===== src/pkg/pec_cfg.svh =====
// Constants of the performance event counter block: offsets, fields, resets.
// Assumes inclusion by bare name from any file of the block.
`ifndef PEC_CFG_SVH
`define PEC_CFG_SVH
// Word offsets on the register bus
`define PEC_CTRL_LO_OFS 12'h000
`define PEC_CTRL_HI_OFS 12'h004
`define PEC_CNT_LO_OFS 12'h008
`define PEC_CNT_HI_OFS 12'h00C
// Control field positions
`define PEC_SEL1_HI 12
`define PEC_SEL1_LO 9
`define PEC_SEL0_HI 8
`define PEC_SEL0_LO 5
`define PEC_IE_BIT 4
`define PEC_QU_BIT 3
`define PEC_QS_BIT 2
`define PEC_QK_BIT 1
`define PEC_QX_BIT 0
`define PEC_CTRL_W 13
// Reset values
`define PEC_CTRL_RST 13'h0000
`define PEC_CNT_RST 32'h0000_0000
// Privilege codes and exception codes
`define PEC_PRIV_KERN 2'h0
`define PEC_PRIV_SUPV 2'h1
`define PEC_PRIV_USER 2'h2
`define PEC_EXC_REFILL_A 6'h22
`define PEC_EXC_REFILL_B 6'h23
`define PEC_EXC_INTR 6'h00
`define PEC_EXC_INTERNAL 6'h3F
// Bus responses
`define PEC_RESP_OKAY 2'h0
`define PEC_RESP_SLVERR 2'h2
`endif


===== src/pkg/pec_pkg.sv =====
// Types of the performance event counter block.
// Assumes the pipeline drives all strobes on aclk, one cycle per event.
package pec_pkg;
  // Pipeline event strobes, one bit per occurrence
  typedef struct packed {
    logic branch;
    logic jr;
    logic jr31;
    logic icache_miss;
    logic alu1_iss;
    logic mem_iss;
    logic falu1_iss;
    logic cp0_fwd;
    logic mem_rd;
    logic fxq_full;
    logic roq_full;
    logic cp0q_full;
    logic exc_valid;
    logic [5:0] exc_code;
    logic itlb_probe;
    logic commit;
    logic br_miss;
    logic jr_miss;
    logic jr31_miss;
    logic dcache_miss;
    logic alu2_iss;
    logic falu2_iss;
    logic uncached;
    logic store;
    logic mem_wr;
    logic ftq_full;
    logic brq_full;
    logic ld_spec_miss;
  } pec_evt_t;
  // Current processor mode bits
  typedef struct packed {
    logic [1:0] privilege_mode_field;
    logic handler_level_flag;
    logic error_level_flag;
  } pec_mode_t;
endpackage : pec_pkg


===== src/hdl/pec_counter.sv =====
// One event counter with a software load port.
// Assumes load and inc are single-cycle qualifiers on aclk.
`timescale 1ns/1ps
`include "pec_cfg.svh"
module pec_counter #(
  parameter int W = 32
) (
  // Clock and reset
  input wire logic aclk,
  input wire logic aresetn,
  // Control
  input wire logic load,
  input wire logic [W-1:0] load_value,
  input wire logic inc,
  // Count
  output logic [W-1:0] count
);
  logic [W-1:0] count_reg;

  // Top bit must exist for the overflow flag
  if (W < 2) begin : g_bad_w
    $error("pec_counter: W must be at least 2");
  end

  // Load beats increment; no saturation, so counting runs past bit W-1
  always_ff @(posedge aclk) begin
    if (!aresetn) begin
      count_reg <= W'(`PEC_CNT_RST);
    end else if (load) begin
      count_reg <= load_value;
    end else if (inc) begin
      count_reg <= count_reg + 1'b1;
    end
  end

  assign count = count_reg;
endmodule : pec_counter


===== src/hdl/pec_event_sel.sv =====
// Event selection for both counters: maps each selector code to a strobe; first code 0 is constant 1, second code 15 constant 0.
// Assumes strobes come from logic on aclk; output is purely combinational.
`timescale 1ns/1ps
`include "pec_cfg.svh"
module pec_event_sel (
  // Pipeline strobes
  input wire pec_pkg::pec_evt_t evt,
  // Selector codes
  input wire logic [3:0] first_sel_code,
  input wire logic [3:0] second_sel_code,
  // Selected event per counter
  output logic [1:0] hit
);
  import pec_pkg::*;
  logic hit0;
  logic hit1;

  // Exception strobe carrying a given code
  function automatic logic exc_is(input pec_evt_t e, input logic [5:0] code);
    return e.exc_valid && (e.exc_code == code);
  endfunction : exc_is

  // First counter events
  always_comb begin
    unique case (first_sel_code)
      4'h0: hit0 = 1'b1;
      4'h1: hit0 = evt.branch;
      4'h2: hit0 = evt.jr;
      4'h3: hit0 = evt.jr31;
      4'h4: hit0 = evt.icache_miss;
      4'h5: hit0 = evt.alu1_iss;
      4'h6: hit0 = evt.mem_iss;
      4'h7: hit0 = evt.falu1_iss;
      4'h8: hit0 = evt.cp0_fwd;
      4'h9: hit0 = evt.mem_rd;
      4'hA: hit0 = evt.fxq_full;
      4'hB: hit0 = evt.roq_full;
      4'hC: hit0 = evt.cp0q_full;
      4'hD: hit0 = exc_is(evt, `PEC_EXC_REFILL_A) || exc_is(evt, `PEC_EXC_REFILL_B);
      4'hE: hit0 = exc_is(evt, `PEC_EXC_INTR);
      4'hF: hit0 = exc_is(evt, `PEC_EXC_INTERNAL);
    endcase
  end

  // Second counter events; code 15 never counts
  always_comb begin
    unique case (second_sel_code)
      4'h0: hit1 = evt.commit;
      4'h1: hit1 = evt.br_miss;
      4'h2: hit1 = evt.jr_miss;
      4'h3: hit1 = evt.jr31_miss;
      4'h4: hit1 = evt.dcache_miss;
      4'h5: hit1 = evt.alu2_iss;
      4'h6: hit1 = evt.falu2_iss;
      4'h7: hit1 = evt.uncached;
      4'h8: hit1 = evt.store;
      4'h9: hit1 = evt.mem_wr;
      4'hA: hit1 = evt.ftq_full;
      4'hB: hit1 = evt.brq_full;
      4'hC: hit1 = evt.exc_valid && evt.itlb_probe;
      4'hD: hit1 = evt.exc_valid;
      4'hE: hit1 = evt.ld_spec_miss;
      4'hF: hit1 = 1'b0;
    endcase
  end

  assign hit = {hit1, hit0};
endmodule : pec_event_sel


===== src/hdl/pec_top.sv =====
// Performance event counters: AXI4-Lite register slave, qualifiers, overflow.
// Assumes pipeline strobes and mode bits are synchronous to aclk.
//
// Local design decisions: the AXI4-Lite register port and the register offsets.
`timescale 1ns/1ps
`include "pec_cfg.svh"
module pec_top #(
  parameter int AW = 12
) (
  // Clock and reset
  input wire logic aclk,
  input wire logic aresetn,
  // AXI4-Lite write address
  input wire logic [AW-1:0] s_axi_awaddr,
  input wire logic [2:0] s_axi_awprot,
  input wire logic s_axi_awvalid,
  output logic s_axi_awready,
  // AXI4-Lite write data
  input wire logic [31:0] s_axi_wdata,
  input wire logic [3:0] s_axi_wstrb,
  input wire logic s_axi_wvalid,
  output logic s_axi_wready,
  // AXI4-Lite write response
  output logic [1:0] s_axi_bresp,
  output logic s_axi_bvalid,
  input wire logic s_axi_bready,
  // AXI4-Lite read address
  input wire logic [AW-1:0] s_axi_araddr,
  input wire logic [2:0] s_axi_arprot,
  input wire logic s_axi_arvalid,
  output logic s_axi_arready,
  // AXI4-Lite read data
  output logic [31:0] s_axi_rdata,
  output logic [1:0] s_axi_rresp,
  output logic s_axi_rvalid,
  input wire logic s_axi_rready,
  // Pipeline side
  input wire pec_pkg::pec_evt_t pipe_evt,
  input wire pec_pkg::pec_mode_t cpu_mode,
  // Interrupt
  output logic overflow_irq_line
);
  import pec_pkg::*;

  // Decode needs room for four words below bit 4
  if (AW < 5) begin : g_bad_aw
    $error("pec_top: AW must be at least 5");
  end

  logic [`PEC_CTRL_W-1:0] ctrl_reg;
  logic [`PEC_CTRL_W-1:0] ctrl_next;
  logic [31:0] stage_reg;
  logic bvalid_reg;
  logic [1:0] bresp_reg;
  logic rvalid_reg;
  logic [1:0] rresp_reg;
  logic [31:0] rdata_reg;
  logic [31:0] rdata_next;
  logic irq_reg;
  logic wr_take;
  logic rd_take;
  logic [AW-1:0] wr_word;
  logic [AW-1:0] rd_word;
  logic [3:0] first_sel_code;
  logic [3:0] second_sel_code;
  logic ovf_irq_en;
  logic count_en;
  logic [1:0] hit;
  logic [1:0] inc;
  logic [1:0] load;
  logic [31:0] load_val [2];
  logic [31:0] cnt [2];
  logic [31:0] first_count_value;
  logic [31:0] second_count_value;
  logic cnt_hi_wr;

  // Only the four low words are mapped
  function automatic logic is_mapped(input logic [AW-1:0] a);
    return a[AW-1:4] == '0;
  endfunction : is_mapped

  // Byte-lane merge of a write into an old word
  function automatic logic [31:0] merge(input logic [31:0] old_w,
                                        input logic [31:0] new_w,
                                        input logic [3:0] strb);
    logic [31:0] r;
    r = old_w;
    for (int i = 0; i < 4; i++) begin
      if (strb[i]) begin
        r[8*i +: 8] = new_w[8*i +: 8];
      end
    end
    return r;
  endfunction : merge

  // Word-aligned addresses; low two bits ignored
  assign wr_word = {s_axi_awaddr[AW-1:2], 2'b00};
  assign rd_word = {s_axi_araddr[AW-1:2], 2'b00};

  // Control fields, all in one register
  assign second_sel_code = ctrl_reg[`PEC_SEL1_HI:`PEC_SEL1_LO];
  assign first_sel_code = ctrl_reg[`PEC_SEL0_HI:`PEC_SEL0_LO];
  assign ovf_irq_en = ctrl_reg[`PEC_IE_BIT];
  assign first_count_value = cnt[0];
  assign second_count_value = cnt[1];

  // Write channel: address and data taken together, one write in flight
  assign wr_take = s_axi_awvalid && s_axi_wvalid && !bvalid_reg;
  assign s_axi_awready = wr_take;
  assign s_axi_wready = wr_take;
  assign s_axi_bvalid = bvalid_reg;
  assign s_axi_bresp = bresp_reg;

  // Read channel: one read in flight
  assign rd_take = s_axi_arvalid && !rvalid_reg;
  assign s_axi_arready = !rvalid_reg;
  assign s_axi_rvalid = rvalid_reg;
  assign s_axi_rresp = rresp_reg;
  assign s_axi_rdata = rdata_reg;

  // Write response
  always_ff @(posedge aclk) begin
    if (!aresetn) begin
      bvalid_reg <= 1'b0;
      bresp_reg <= `PEC_RESP_OKAY;
    end else if (wr_take) begin
      bvalid_reg <= 1'b1;
      bresp_reg <= is_mapped(s_axi_awaddr) ? `PEC_RESP_OKAY : `PEC_RESP_SLVERR;
    end else if (s_axi_bready) begin
      bvalid_reg <= 1'b0;
    end
  end

  // Only the 13 defined control bits are stored
  always_comb begin
    logic [31:0] m;
    m = merge({{(32-`PEC_CTRL_W){1'b0}}, ctrl_reg}, s_axi_wdata, s_axi_wstrb);
    ctrl_next = m[`PEC_CTRL_W-1:0];
  end

  // Control register
  always_ff @(posedge aclk) begin
    if (!aresetn) begin
      ctrl_reg <= `PEC_CTRL_RST;
    end else if (wr_take && wr_word == `PEC_CTRL_LO_OFS) begin
      ctrl_reg <= ctrl_next;
    end
  end

  // Low half staged so both counters load in one cycle on the high write
  always_ff @(posedge aclk) begin
    if (!aresetn) begin
      stage_reg <= `PEC_CNT_RST;
    end else if (wr_take && wr_word == `PEC_CNT_LO_OFS) begin
      stage_reg <= merge(first_count_value, s_axi_wdata, s_axi_wstrb);
    end
  end

  assign cnt_hi_wr = wr_take && wr_word == `PEC_CNT_HI_OFS;
  assign load = {cnt_hi_wr, cnt_hi_wr};
  assign load_val[0] = stage_reg;
  assign load_val[1] = merge(second_count_value, s_axi_wdata, s_axi_wstrb);

  // Mode qualifiers; handler and error levels override privilege
  always_comb begin
    logic base_ok;
    base_ok = !cpu_mode.handler_level_flag && !cpu_mode.error_level_flag;
    count_en =
      (ctrl_reg[`PEC_QK_BIT] && base_ok &&
       cpu_mode.privilege_mode_field == `PEC_PRIV_KERN) ||
      (ctrl_reg[`PEC_QS_BIT] && base_ok &&
       cpu_mode.privilege_mode_field == `PEC_PRIV_SUPV) ||
      (ctrl_reg[`PEC_QU_BIT] && base_ok &&
       cpu_mode.privilege_mode_field == `PEC_PRIV_USER) ||
      (ctrl_reg[`PEC_QX_BIT] && cpu_mode.handler_level_flag &&
       !cpu_mode.error_level_flag);
  end

  // Event selection
  pec_event_sel u_sel (
    .evt(pipe_evt),
    .first_sel_code(first_sel_code),
    .second_sel_code(second_sel_code),
    .hit(hit)
  );

  assign inc = hit & {2{count_en}};

  // The two counters
  for (genvar g = 0; g < 2; g++) begin : g_cnt
    pec_counter #(.W(32)) u_cnt (
      .aclk(aclk),
      .aresetn(aresetn),
      .load(load[g]),
      .load_value(load_val[g]),
      .inc(inc[g]),
      .count(cnt[g])
    );
  end

  // Read data mux; reserved high control word reads zero
  always_comb begin
    unique case (rd_word)
      `PEC_CTRL_LO_OFS: rdata_next = {{(32-`PEC_CTRL_W){1'b0}}, ctrl_reg};
      `PEC_CTRL_HI_OFS: rdata_next = 32'h0000_0000;
      `PEC_CNT_LO_OFS: rdata_next = first_count_value;
      `PEC_CNT_HI_OFS: rdata_next = second_count_value;
      default: rdata_next = 32'h0000_0000;
    endcase
  end

  // Read response
  always_ff @(posedge aclk) begin
    if (!aresetn) begin
      rvalid_reg <= 1'b0;
      rresp_reg <= `PEC_RESP_OKAY;
      rdata_reg <= 32'h0000_0000;
    end else if (rd_take) begin
      rvalid_reg <= 1'b1;
      rresp_reg <= is_mapped(s_axi_araddr) ? `PEC_RESP_OKAY : `PEC_RESP_SLVERR;
      rdata_reg <= rdata_next;
    end else if (s_axi_rready) begin
      rvalid_reg <= 1'b0;
    end
  end

  // Level request; one cycle behind the counts, so a rewrite drops it next cycle
  always_ff @(posedge aclk) begin
    if (!aresetn) begin
      irq_reg <= 1'b0;
    end else begin
      irq_reg <= ovf_irq_en && (cnt[0][31] || cnt[1][31]);
    end
  end

  assign overflow_irq_line = irq_reg;
endmodule : pec_top


===== config.mk =====
export PLATFORM = sky130hd
export DESIGN_NAME = pec_top
export DESIGN_NICKNAME = d
export VERILOG_FILES = /design/src/pkg/pec_pkg.sv /design/src/hdl/pec_counter.sv /design/src/hdl/pec_event_sel.sv /design/src/hdl/pec_top.sv
export VERILOG_INCLUDE_DIRS = /design/src /design/src/pkg
export SDC_FILE = /design/constraint.sdc
export NUM_CORES = 1
export LEC_CHECK = 0
export BUFFER_PORTS_ARGS = -buffer_cell sky130_fd_sc_hd__buf_4
export CAP_MARGIN = 0
export CORE_MARGIN = 4
export CORE_UTILIZATION = 30
export CTS_BUF_LIST = sky130_fd_sc_hd__clkbuf_8
export DETAILED_ROUTE_END_ITERATION = 7
export PLACE_DENSITY = 0.58
export SLEW_MARGIN = 20
export SYNTH_ARGS = -nofsm -noshare
export SYNTH_HDL_FRONTEND = slang
export SYNTH_SLANG_ARGS = --single-unit

===== constraint.sdc =====
create_clock -name aclk -period 4.2 [get_ports aclk]
set_clock_uncertainty 0.15 [all_clocks]
set_input_delay 0.21 -clock aclk [delete_from_list [all_inputs] [get_ports aclk]]
set_output_delay 0.21 -clock aclk [all_outputs]
set_load 0.1 [all_outputs]

==> metrics <==
layout cells sized above 1=19.8%; placed cell areas=9400 sq um; final net count=1,228; critical-path cell list=mux4_2, o221ai_1, a21o_1, a22oi_1, o221a_2; routability cong.=0.866; RSZ-0062 raised after global routing=false; worst-skew pair later-pin latency=0.46 ns; Netlist Area Pre-Place=between 8000 and 9000 sq um; met1 usage in global routing=around a quarter; P&R area growth vs syn=23.4%; multiplexer share of the synthesized area=8.20%; worst slew pin tran=1.06 ns; main flop type after synthesis=dfxtp_1; Setup crit end kind=flop; Routed WL=28,200 microns; vias in the first global route=around 7,800; layer with the highest usage=met2; xor-xnor portion of the synthesized cell area=1.92%; largest net degree at the start of global routing=87; detailed-route wire length per cell=19.2 microns; R2R cell count=5; first-pass GRT wire length=roughly 44,000 microns; sequential area share after synthesis=35.7%; power density cells=272 nW/um^2; Layout Cells excl Fill=1,470; max-slew violation count=0; die height=173 microns; vias per cell=5.63; TritonCTS Buffers=17; CP Buf/Inv Count=0; R2R Path End=g_cnt[1].u_cnt.count[12]; simple logic cell fraction of the synthesized area=about a fifth; placed insts=about 1,400; clock tree from TritonCTS=done; Synth Area in Compound Gates=27.2%; Yosys warning total=0; Post-synth EDFFs=0; clock transition at the registers of the reported paths=0.09 ns; CTS max path bufs=2; most common cell after layout, fill and taps aside=buf_4; met3 Use GR=3.56%; Netlist cell types=70; final setup TNS=0 ns; antenna violations before repair=0; Async SR Flop Fraction=0%; initial drt markers=around 590; hold_ws=~0.033 ns; CTS resizes=0; Peak Freq=329 MHz; core area=26,900 sq um; critical path type=flop to flop; Min Clock Period, post-route=3.04 ns; synthesized-area fraction occupied by adder cells=0.305%; CP Data Required Time=between 4 and 5 ns; via count=8,279; max incr delay on CP=0.87 ns; CTS H-tree depth=4; Die Wd=173 microns; GRT Util Overall=18.2%; largest family of logic cells by synthesized area=compound AO/OA/AOI/OAI gates; Crit. path cell count=5; Root Driver=clkbuf_8; die area=30,000 sq um; post-synthesis average cell area=8.26 sq um; Critical Path Start Type=flop; Final period util=between 70% and 80%; crit path DAT=3.24 ns; worst ir drop on vdd=approximately 150 uV; R2R Setup Slk=1.16 ns; row cnt=60; final number of setup-violating endpoints=0; num ports=approximately 150; Antenna Cells=0; Pre-Repair DR Iteration Count=5; Max Cap Violations=0; GRT Residual Overflow=0; start of the worst register-to-register path=ctrl_reg[9]; CTS Sinks=146; finished layout cell area=10,100 sq um; outcome=finished, final reports clean; Hold Path Class=primary input to flop; DRC violations left=0; initial core utilization=30.5%; FF+latch count, synth=roughly 150; DP HPWL=19,800 microns; filler cell count=between 2,000 and 3,000; endpoints failing hold=0; Critical path destination=g_cnt[1].u_cnt.count[12]; Post-DRT Antenna Nets=0; max reg flops=64; global-route track usage on met2=around 29%; CP top delay family=compound AO/OA/AOI/OAI gates; commonest cells after routing, fill and taps aside=buf_4, dfxtp_1, nor2_1, nand2_1, mux2i_1; Worst Setup SP=ctrl_reg[9]; CP Max Fanout=30; LEAKAGE=around 3.6 nW; Max stage delay cell, worst path=a21o_1; Rel. slew slack=slightly below 30%; cell count after synthesis=992; port bufs=139
[through the flow]
step,worst slack (ns),utilization [%],total power [W]
after detailed placement,1.20,35.0,0.00170
after global placement,1.21,35.0,0.00170
final,1.16,37.6,0.00275
after CTS,1.20,37.6,0.00278
after global routing,0.939,37.6,0.00286
after floorplan,1.11,-,0.00157
[what timing repair did]
item / in CTS / in global routing
hold buffers: 34 / 0
buffers inserted: 0 / 0
hold endpoints to repair: 60 / 0
[power breakdown]
group / switching, W / total, W / internal [W] / leakage, nW
logic: 0.000174 / 0.000297 / 0.000123 / 2.20
clock network: 0.000580 / 0.00106 / 0.000478 / 0.176
registers: 0.00000742 / 0.00140 / 0.00139 / 1.18
total: 0.000762 / 0.00275 / 0.00199 / 3.55
[how the worst min path moves through the flow]
stage,from,to,slack [ns],cells after the start
2_1_floorplan,s_axi_rready,s_axi_rvalid,0.16,1
3_3_place_gp,s_axi_rready,s_axi_rvalid,0.25,2
3_5_place_dp,s_axi_rready,s_axi_rvalid,0.25,2
4_1_cts,s_axi_wdata[19],stage_reg[19],0.02,3
5_1_grt,s_axi_wdata[19],stage_reg[19],0.05,3
6_report,s_axi_wdata[19],stage_reg[19],0.03,3
[cell type report]
cell class                      count  area, sq um  area share (%)
Clock buffer                       18          248            2.45
Clock inverter                     14          115            1.14
Inverter                           18         68.8           0.681
Multi-Input combinational cell    742         4800            47.5
Sequential cell                   146         2920            28.9
Tap cell                          341          427            4.22
Timing Repair Buffer              191         1520            15.0
[worst register-to-register path: cells and delay by family (launching register included)]
family	cells	cell delay, ns
DFF	1	0.55
AOI/OAI and AO/OA	4	1.67
muxes	1	0.55
[cell families after synthesis]
| kind of cell | Yosys count |
|---|---|
| mux | 63 |
| simple gates | 350 |
| compound gates | 307 |
| xor+xnor | 18 |
| fa+ha+maj | 2 |
| flops | 146 |
| other cells | 1 |
| buf+inv | 105 |
[layer usage]
layer | wire length, microns | up-vias
li1 | - | 3988
met1 | 12800 | 3964
met2 | 12900 | 286
met3 | 1890 | 41
met4 | 635 | 0
met5 | 0 | -
[cell usage after synthesis, types with 3 or more instances]
library cell | number | area (sq um)
nor3_1 | 24 | 120
o31a_1 | 3 | 26.3
o22ai_1 | 5 | 31.3
a21oi_1 | 58 | 290
nand4_1 | 18 | 113
or3_1 | 3 | 18.8
a311oi_1 | 6 | 52.6
and3_1 | 19 | 119
inv_1 | 17 | 63.8
a22o_1 | 19 | 166
o31ai_1 | 3 | 22.5
clkbuf_1 | 52 | 195
nand2_1 | 96 | 360
nor2_1 | 101 | 379
xnor2_1 | 18 | 158
and2_1 | 7 | 43.8
buf_4 | 8 | 60.1
nor4_1 | 15 | 93.8
a31oi_1 | 15 | 93.8
o221a_2 | 6 | 67.6
buf_6 | 4 | 45.0
mux2i_1 | 60 | 601
nand3_1 | 36 | 180
a311oi_2 | 11 | 165
and4_1 | 6 | 52.6
o211a_1 | 4 | 40.0
dfxtp_1 | 146 | 2920
a41oi_1 | 3 | 26.3
a22oi_1 | 46 | 345
nor3b_1 | 4 | 30.0
o21ai_1 | 6 | 30.0
o221ai_1 | 4 | 35.0
o32ai_1 | 15 | 131
o211ai_1 | 4 | 30.0
buf_2 | 16 | 80.1
or4_1 | 5 | 37.5
buf_1 | 4 | 15.0
o21ai_0 | 47 | 235
a211oi_1 | 38 | 285
Power figures use the tool's default switching activity.
